`config.mk`:
```
export PLATFORM = sky130hd
export DESIGN_NAME = bpf_buffer_flat
export DESIGN_NICKNAME = d
export VERILOG_FILES = /design/src/rtl/bpf_pkg.sv /design/src/rtl/bpf_link_if.sv /design/src/rtl/bpf_buffer.sv /design/src/flat_wrapper.sv
export SDC_FILE = /design/constraint.sdc
export NUM_CORES = 1
export LEC_CHECK = 0
export ABC_AREA = 1
export BUFFER_PORTS_ARGS = -buffer_cell sky130_fd_sc_hd__buf_2
export CAP_MARGIN = 20
export CORE_UTILIZATION = 38
export CTS_CLUSTER_SIZE = 24
export DETAILED_ROUTE_END_ITERATION = 8
export SLEW_MARGIN = 20
export SYNTH_ARGS = -nofsm -noshare
export SYNTH_HDL_FRONTEND = slang
export SYNTH_SLANG_ARGS = --single-unit
```
`constraint.sdc`:
```
create_clock -name clock -period 5.76 [get_ports clock]
set_clock_uncertainty 0.1 [all_clocks]
set_input_delay 0.576 -clock clock [delete_from_list [all_inputs] [get_ports clock]]
set_output_delay 0.576 -clock clock [all_outputs]
set_load 0.03 [all_outputs]
```
`src/rtl/bpf_pkg.sv`:
```
package bpf_pkg;
  localparam int unsigned DATA_W      = 8;
  localparam int unsigned DEPTH       = 16;
  localparam int unsigned PTR_W       = 4;
  localparam int unsigned LVL_W       = 5;
  // Flag path stages and the in-flight cycles after the producer sees the flag.
  localparam int unsigned FLAG_STAGES = 2;
  localparam int unsigned FLIGHT_CYC  = 2;
  localparam int unsigned SLACK       = FLAG_STAGES + FLIGHT_CYC;
  localparam logic [LVL_W-1:0] AF_LVL = LVL_W'(DEPTH - SLACK);
  localparam logic [LVL_W-1:0] AE_LVL = LVL_W'(SLACK);
  localparam logic [LVL_W-1:0] LVL_ZERO = 5'h00;
  localparam logic [LVL_W-1:0] LVL_FULL = LVL_W'(DEPTH);
endpackage : bpf_pkg

```
`src/rtl/bpf_link_if.sv`:
```
`timescale 1ns/10ps
interface bpf_link_if;
  import bpf_pkg::*;
  logic [DATA_W-1:0] wr_data;
  logic              wr_valid;
  logic              af_delayed;
  logic              buf_full;
  logic              buf_empty;
  logic              almost_empty;
  modport buffer_end (
    input  wr_data,
    input  wr_valid,
    output af_delayed,
    output buf_full,
    output buf_empty,
    output almost_empty
  );
  modport producer_end (
    output wr_data,
    output wr_valid,
    input  af_delayed,
    input  buf_full,
    input  buf_empty,
    input  almost_empty
  );
endinterface : bpf_link_if

```
`src/rtl/bpf_buffer.sv`:
```
`timescale 1ns/10ps
// Behaviour
// Raw full/empty need same-cycle reaction
// Almost-full passes two register stages
// Inflow continues two cycles after flag
// Producer may send four more words
// Depth holds all in-flight words
// Word every cycle, stored when valid
// Retain words while consumer not ready
// Ready feedback stays on output hop; out_ready here also drives pop, the read pointer and the level
// Threshold equals depth minus in-flight allowance
// Almost-empty at or below threshold
module bpf_buffer (
  input  wire logic                  clock,
  input  wire logic                  reset,
  bpf_link_if.buffer_end             link,
  output logic [bpf_pkg::DATA_W-1:0] out_data,
  output logic                       out_valid,
  input  wire logic                  out_ready,
  output logic [bpf_pkg::LVL_W-1:0]  fill_level,
  output logic                       overflow_seen
);
  import bpf_pkg::*;

  // A small register array is enough at this depth and keeps the read path short.
  logic [DATA_W-1:0] mem [DEPTH];
  logic [DEPTH-1:0]  wr_sel;
  logic [PTR_W-1:0]  wr_ptr_r;
  logic [PTR_W-1:0]  wr_ptr_nxt;
  logic [PTR_W-1:0]  rd_ptr_r;
  logic [PTR_W-1:0]  rd_ptr_nxt;
  logic [LVL_W-1:0]  lvl_r;
  logic [LVL_W-1:0]  lvl_nxt;
  logic [DATA_W-1:0] out_data_r;
  logic [DATA_W-1:0] out_data_nxt;
  logic              out_valid_r;
  logic              out_valid_nxt;
  logic              af_raw;
  logic              af_s1_r;
  logic              af_s1_nxt;
  logic              af_s2_r;
  logic              af_s2_nxt;
  logic              ovf_r;
  logic              ovf_nxt;
  logic              is_full;
  logic              is_empty;
  logic              push;
  logic              pop;
  logic              drop;
  logic              load_out;

  // The level compares are made once and shared by the flags and the handshakes.
  assign is_full  = (lvl_r == LVL_FULL);
  assign is_empty = (lvl_r == LVL_ZERO);
  assign af_raw   = (lvl_r >= AF_LVL);

  // The consumer's ready reaches the output stage, the read pointer, the level and, through pop, the write when full. R8
  assign load_out = !out_valid_r || out_ready;
  assign pop      = !is_empty && load_out;
  // Valid words are stored unless the buffer is full and the consumer takes nothing. R6 R7
  assign push     = link.wr_valid && (!is_full || pop);
  // A word that finds no room is lost; the slack behind the flag keeps this from happening.
  assign drop     = link.wr_valid && !push;

  // Each entry loads only when the write pointer selects it, so held words are never disturbed. R7
  for (genvar e = 0; e < DEPTH; e++) begin : g_entry
    assign wr_sel[e] = push && (wr_ptr_r == PTR_W'(e));
    always_ff @(posedge clock) begin
      if (wr_sel[e]) begin
        mem[e] <= link.wr_data;
      end
    end
  end

  // The pointers wrap by themselves because the depth is a power of two.
  always_comb begin
    wr_ptr_nxt = wr_ptr_r;
    if (push) begin
      wr_ptr_nxt = wr_ptr_r + PTR_W'(1'b1);
    end
  end

  always_comb begin
    rd_ptr_nxt = rd_ptr_r;
    if (pop) begin
      rd_ptr_nxt = rd_ptr_r + PTR_W'(1'b1);
    end
  end

  // A push and a pop in one cycle leave the level where it is.
  always_comb begin
    unique case ({push, pop})
      2'b10: begin
        lvl_nxt = lvl_r + LVL_W'(1'b1);
      end
      2'b01: begin
        lvl_nxt = lvl_r - LVL_W'(1'b1);
      end
      2'b00, 2'b11: begin
        lvl_nxt = lvl_r;
      end
    endcase
  end

  // The output register refills whenever it is empty or being taken. R7
  always_comb begin
    out_valid_nxt = out_valid_r;
    out_data_nxt  = out_data_r;
    if (load_out) begin
      out_valid_nxt = pop;
    end
    if (pop) begin
      out_data_nxt = mem[rd_ptr_r];
    end
  end

  // Two stages ease routing; the lower threshold pays for them. R2 R9
  always_comb begin
    af_s1_nxt = af_raw;
    af_s2_nxt = af_s1_r;
  end

  // The drop flag is sticky so that a broken slack stays visible long after the event.
  always_comb begin
    ovf_nxt = ovf_r;
    if (drop) begin
      ovf_nxt = 1'b1;
    end
  end

  // One register process per concern; every reset is synchronous.
  always_ff @(posedge clock) begin
    if (reset) begin
      wr_ptr_r <= '0;
    end else begin
      wr_ptr_r <= wr_ptr_nxt;
    end
  end

  always_ff @(posedge clock) begin
    if (reset) begin
      rd_ptr_r <= '0;
    end else begin
      rd_ptr_r <= rd_ptr_nxt;
    end
  end

  // The level counts stored words only; the word in the output register is not part of it.
  always_ff @(posedge clock) begin
    if (reset) begin
      lvl_r <= LVL_ZERO;
    end else begin
      lvl_r <= lvl_nxt;
    end
  end

  always_ff @(posedge clock) begin
    if (reset) begin
      out_valid_r <= 1'b0;
    end else begin
      out_valid_r <= out_valid_nxt;
    end
  end

  always_ff @(posedge clock) begin
    if (reset) begin
      out_data_r <= '0;
    end else begin
      out_data_r <= out_data_nxt;
    end
  end

  always_ff @(posedge clock) begin
    if (reset) begin
      af_s1_r <= 1'b0;
    end else begin
      af_s1_r <= af_s1_nxt;
    end
  end

  always_ff @(posedge clock) begin
    if (reset) begin
      af_s2_r <= 1'b0;
    end else begin
      af_s2_r <= af_s2_nxt;
    end
  end

  always_ff @(posedge clock) begin
    if (reset) begin
      ovf_r <= 1'b0;
    end else begin
      ovf_r <= ovf_nxt;
    end
  end

  // Raw full and empty are offered only to logic that can answer them in the same cycle. R1
  assign link.af_delayed   = af_s2_r;
  assign link.buf_full     = is_full;
  assign link.buf_empty    = is_empty;
  // Almost-empty lets a reader keep pipelined reads going for as many cycles as the threshold covers.
  assign link.almost_empty = (lvl_r <= AE_LVL);
  assign out_data          = out_data_r;
  assign out_valid         = out_valid_r;
  assign fill_level        = lvl_r;
  assign overflow_seen     = ovf_r;
endmodule : bpf_buffer

```
`src/flat_wrapper.sv`:
```
// flat-port wrapper written by rule: the top's interface ports become plain ports
module bpf_buffer_flat import bpf_pkg::*;
  (clock, reset, out_data, out_valid, out_ready, fill_level, overflow_seen, link_wr_data, link_wr_valid, link_af_delayed, link_buf_full, link_buf_empty, link_almost_empty);
  bpf_link_if link_i ();
  input  wire logic clock;
  input  wire logic reset;
  output logic [bpf_pkg::DATA_W-1:0] out_data;
  output logic out_valid;
  input  wire logic out_ready;
  output logic [bpf_pkg::LVL_W-1:0] fill_level;
  output logic overflow_seen;
  input wire logic [$bits(link_i.wr_data)-1:0] link_wr_data;
  input wire logic [$bits(link_i.wr_valid)-1:0] link_wr_valid;
  output wire logic [$bits(link_i.af_delayed)-1:0] link_af_delayed;
  output wire logic [$bits(link_i.buf_full)-1:0] link_buf_full;
  output wire logic [$bits(link_i.buf_empty)-1:0] link_buf_empty;
  output wire logic [$bits(link_i.almost_empty)-1:0] link_almost_empty;
  assign link_i.wr_data = link_wr_data;
  assign link_i.wr_valid = link_wr_valid;
  assign link_af_delayed = link_i.af_delayed;
  assign link_buf_full = link_i.buf_full;
  assign link_buf_empty = link_i.buf_empty;
  assign link_almost_empty = link_i.almost_empty;
  bpf_buffer u_core (.clock(clock), .reset(reset), .link(link_i), .out_data(out_data), .out_valid(out_valid), .out_ready(out_ready), .fill_level(fill_level), .overflow_seen(overflow_seen));
endmodule
```
==> impl_metrics.ini, run 1 <==
[timing]
finalHoldViolations = 0
setup_viol = 0
holdWs_ns = 0.304
maxSlewHeadroom_pct = 33.4
tns_ns = 0
period_minus_slack_ns = 3.00
max_freq_mhz = 333
slew_violations = 0
fin_crit_sh_pct = 52.1
rsz0062_at_grt = no
tightestPinTransition_ns = 0.999

[clock_network]
cts_buffer_depth = 2
clock_latency_ns = 0.42
hold_buffers = 0
path_clk_slew_ns = 0.06
cts_root_buf = clkbuf_16
ctsResizeCount = 0
clock_sinks = 153
cts-buffers-inserted = 17
cts_setup_buffers = 0
cts_tree = yes
cts_max_level = 4

[finish]
layout_common_cells = 192 x nand2_1, 128 x edfxtp_1, 99 x nand3_1, 87 x inv_1, 55 x nor2_1
final_common_cell = nand2_1
final_cells = 931
diodes = 0
nNetsFinal = 717
area_growth_pct = 13.0
fin_area_sq_um = 7550
layout-drive-gt1-share_pct = 9.92

[global_route]
antenna_found_initial = 0
grt_pass1_wl_um = 24100
grt_pass1_vias = 4448
overflow = 0
grt_max_degree = 68
track_usage_pct = 18.1

[worst_setup_path]
cpPeakStageDelay_ns = 0.98
path_class = reg -> reg
cp.arrival_ns = 3.27
worst_setup_path_end_kind = flip-flop
required_ns = 6.03
path_max_fanout = 67
crit_path_start_kind = flip-flop
crit_slowest_cell = clkinv_2
cp_cell_sequence = buf_4 > clkinv_2 > nand2_1 > nand3_1 > nand3_1 > nand3_1 > nand3_1 > nand2_1 > inv_1
cpMostUsedCell = nand3_1

[yosys]
synth_top_area_share_pct = 57.5
ys_warn_count = 0
synth_cell_type_count = 31
synthTopCellsByArea = edfxtp_1 58%, nand2_1 11%, dfxtp_1 7.5%, nand3_1 7.4%, inv_1 4.9%
syn-instance-count = 674
synth_nets = 695
yosys_register_bits = 153
syn_area_sq_um = 6680
yosysTopAreaCell = edfxtp_1
avgSynthCellArea_sq_um = 9.91
seq_area_frac_synth_pct = 65.0

[pwr]
irDropWorstVdd_uv = 231
power_density_nw_per_um2 = 459
leakagePower_nw = 3.18

[drt]
drtPass1Iterations = 5
drt_iter0_markers = 302
drc = 0
routed_via_density = 4.91
wl_um = 15100
wl_met3_um = 610
wl_met2_um = 7180
via_count = 4574
wl_per_cell_um = 16.2
drtAntennaViolNets = 0
wl_met1_um = 6990
routed.top_layer = met4

[die]
core_area_sq_um = 17200
design.portCount = 31
floorplan.rows = 48
start_util_pct = 38.8
die-area_sq_um = 18100
fp.dieH_um = 135
die_w_um = 135

[placement]
io_buffer_count = 30
gp_congestion = 0.826
placed_cell_area_sq_um = 6960
placed_cells = 902
dp_hpwl_um = 9390

[status]
outcome = finished, final reports clean

[min_path]
min_path_type = reg -> reg

[run]
maxCapViolCount = 0
[Yosys cell counts, drive strengths merged]
master	instances
inv	92
a21boi	1
a21oi	14
a31oi	1
dfxtp	25
nand2	194
buf	23
xnor2	1
nand3	101
clkinv	2
clkbuf	6
a211oi	1
nor2	57
nand3b	1
o21ai	14
o21bai	1
edfxtp	128
ha	8
fa	1
xor2	3
[metrics by stage]
step / power (W) / setup slack [ns] / util, %
after CTS: 0.00349 / 3.09 / 43.8
after detailed placement: 0.00236 / 3.11 / 40.4
after global routing: 0.00367 / 2.38 / 43.8
final: 0.00347 / 2.76 / 43.8
after global placement: 0.00235 / 3.13 / 40.4
after floorplan: 0.00213 / 3.68 / -
[flip-flops by register name (all words and copies together), names as in the netlist]
signal / cells
u_core.af_s1_r: 1
u_core.fill_level: 5
u_core.link.af_delayed: 1
u_core.mem: 128
u_core.out_data: 8
u_core.out_valid: 1
u_core.overflow_seen: 1
u_core.rd_ptr_r: 4
u_core.wr_ptr_r: 4
[final cells by class]
cell class,count,area (sq um)
Sequential cell,153,4350
Clock buffer,19,433
Multi-Input combinational cell,398,1810
Inverter,94,354
Tap cell,225,282
Timing Repair Buffer,32,165
Clock inverter,10,154
Fill cell,1609,9690
[cell families after synthesis]
kind of cell / synth area share, %
compound gates: 2.58
xor+xnor: 0.525
fa+ha+maj: 1.80
buf+inv: 7.83
flops: 65.0
simple gates: 22.2
[routing by layer]
layer / vias to the layer above / GRT usage [%]
li1: 2227 / -
met1: 2224 / 24.2
met2: 100 / 28.5
met3: 23 / 3.94
met4: 0 / 7.87
met5: - / 0
[critical path: cells and delay by family (launching register included)]
| kind | cells | cell delay [ns] |
|---|---|---|
| AND/OR/NAND/NOR | 6 | 0.91 |
| buffers and inverters | 3 | 1.59 |
| flip-flops | 1 | 0.31 |
[power by group]
part / leakage (nW) / switching [W] / internal [W]
Combinational: 1.53 / 0.000735 / 0.000293
Sequential: 1.36 / 0.0000514 / 0.00127
Clock: 0.284 / 0.000407 / 0.000712
[path summary, 6_finish.rpt]
path / start / end / slack, ns / depth (start not counted)
min reg2reg: u_core.af_s1_r / u_core.link.af_delayed / 0.30 / 2
min: u_core.af_s1_r / u_core.link.af_delayed / 0.30 / 2
max: u_core.rd_ptr_r[0] / u_core.out_data[3] / 2.76 / 9
max reg2reg: u_core.rd_ptr_r[0] / u_core.out_data[3] / 2.76 / 9
(Power assumes the default switching activity.)
==> run 2: changes to the inputs <==
- clock period: 5.76 -> 2.8 ns (I/O delays scaled with it)
==> impl_metrics.ini, run 2 (same netlist as run 1, synthesis figures left out) <==
[timing]
slew_violations = 0
tns_ns = 0
fin_crit_sh_pct = 84.0
period_minus_slack_ns = 2.35
finalHoldViolations = 0
tightestPinTransition_ns = 0.719
max_freq_mhz = 425
layout_setup_ws_ns = 0.449
rsz0062_at_grt = no
maxSlewHeadroom_pct = 51.9
setup_viol = 0

[placement]
dp_hpwl_um = 9990
gp_congestion = 0.857
dp_worst_setup_slack_ns = 0.488
placed_cells = 905
io_buffer_count = 30

[drt]
routed_via_density = 4.91
drt_iter0_markers = 343
drtAntennaViolNets = 0
drc = 0
wl_um = 15400
wl_per_cell_um = 16.4
drtPass1Iterations = 5
via_count = 4602

[pwr]
irDropWorstVdd_uv = 597
p_seq_share_pct = 37.7
p_switching_w = 0.00254
pwr-share-comb_pct = 29.1
power.share.clock_pct = 33.1
switching_share_pct = 34.9
leakagePower_nw = 3.21
internal_power_w = 0.00473
power_density_nw_per_um2 = 953

[clock_network]
clock_sinks = 153
cts_tree = yes
cts_setup_buffers = 0
cts-buffers-inserted = 17
cts_max_level = 4
cts_buffer_depth = 2
ctsResizeCount = 0
clock_latency_ns = 0.43
path_clk_slew_ns = 0.06
hold_buffers = 0
cts_root_buf = clkbuf_16

[global_route]
grt_max_degree = 67
track_usage_pct = 18.4
grt_pass1_vias = 4560
overflow = 0
antenna_found_initial = 0
grt_pass1_wl_um = 24300

[finish]
diodes = 0
largest-register = u_core.mem
largest_register_ffs = 128
final_common_cell = nand2_1
utilization_pct = 44.2
layout-drive-gt1-share_pct = 11.0
area_growth_pct = 14.0
nNetsFinal = 720
final_cells = 937
layout_common_cells = 192 x nand2_1, 128 x edfxtp_1, 99 x nand3_1, 87 x inv_1, 55 x nor2_1

[worst_setup_path]
path_max_fanout = 20
worst_setup_path_end_kind = flip-flop
cpPeakStageDelay_ns = 0.45
required_ns = 3.04
cp.arrival_ns = 2.59
crit_path_start_kind = flip-flop
critPathBufInv = 2
path_class = reg -> reg
cp_cell_sequence = nor2_4 > nand3_2 > nand2_4 > inv_2 > nand2_2 > inv_1 > ha_1 > a21oi_1 > nand2_1 > xor2_1 > nand2_1 > a21oi_1
critical-path-top-delay-family = simple AND/OR/NAND/NOR gates
crit_slowest_cell = dfxtp_1

[min_path]
min_path_type = in -> reg

[die]
start_util_pct = 38.8
die-area_sq_um = 18100
core_area_sq_um = 17200
fp.dieH_um = 135
design.portCount = 31
floorplan.rows = 48
die_w_um = 135

[status]
outcome = finished, final reports clean

[run]
maxCapViolCount = 0
## run 2: cell types whose count changed in the layout (fill, tap and decap cells not counted)
cell and change:
clkinv_1 -1, buf_4 +2, inv_2 +1, clkinv_4 +3, clkinv_2 -2, inv_6 +2
clkbuf_1 -1, clkinvlp_4 +1, buf_12 +1
## run 2: per-layer routing
| layer | routed length (um) | vias up | track usage (%) | share of wire [%] |
|---|---|---|---|---|
| li1 | - | 2240 | - | - |
| met1 | 6720 | 2210 | 23.1 | 44 |
| met2 | 7600 | 126 | 30.8 | 49 |
| met3 | 795 | 26 | 4.84 | 5.2 |
| met4 | 257 | 0 | 6.49 | 1.7 |
| met5 | 0 | - | 0 | 0 |
## run 2: path summary, 6_finish.rpt
kind,start,end,slack (ns),cells after the start
max,u_core.fill_level[0],u_core.fill_level[3],0.45,12
min,link_wr_valid,u_core.overflow_seen,0.07,3
max reg2reg,u_core.fill_level[0],u_core.fill_level[3],0.45,12
min reg2reg,u_core.af_s1_r,u_core.link.af_delayed,0.31,2
## run 2: layout make-up
class	instances	area [sq um]
repair buffers	35	200
multi-input cells	398	1810
clock buffers	18	429
fillers	1585	9620
flip-flops and latches	153	4350
well taps	225	282
inverters	94	353
clock inverters	14	196
## run 2: stage by stage
step	power, W	hold WS [ns]	instance area, sq um
2_1_floorplan	0.00439	0.279	6680
3_3_place_gp	0.00484	0.290	6990
3_5_place_dp	0.00489	0.299	6990
4_1_cts	0.00730	0.0577	7620
5_1_grt	0.00765	0.0709	7620
6_report	0.00726	0.0728	7620
## run 2: power by group through the flow
stage	combinational, W	clock, W	sequential, W
final	0.00211	0.00241	0.00274
after global routing	0.00235	0.00255	0.00275
after CTS	0.00212	0.00245	0.00274
after detailed placement	0.00210	0	0.00279
after global placement	0.00206	0	0.00278
after floorplan	0.00149	0	0.00290
## run 2: worst min-delay path: stages
cell and delay, ns:
buf_2 0.13, a31oi_1 0.09, nor2_1 0.07
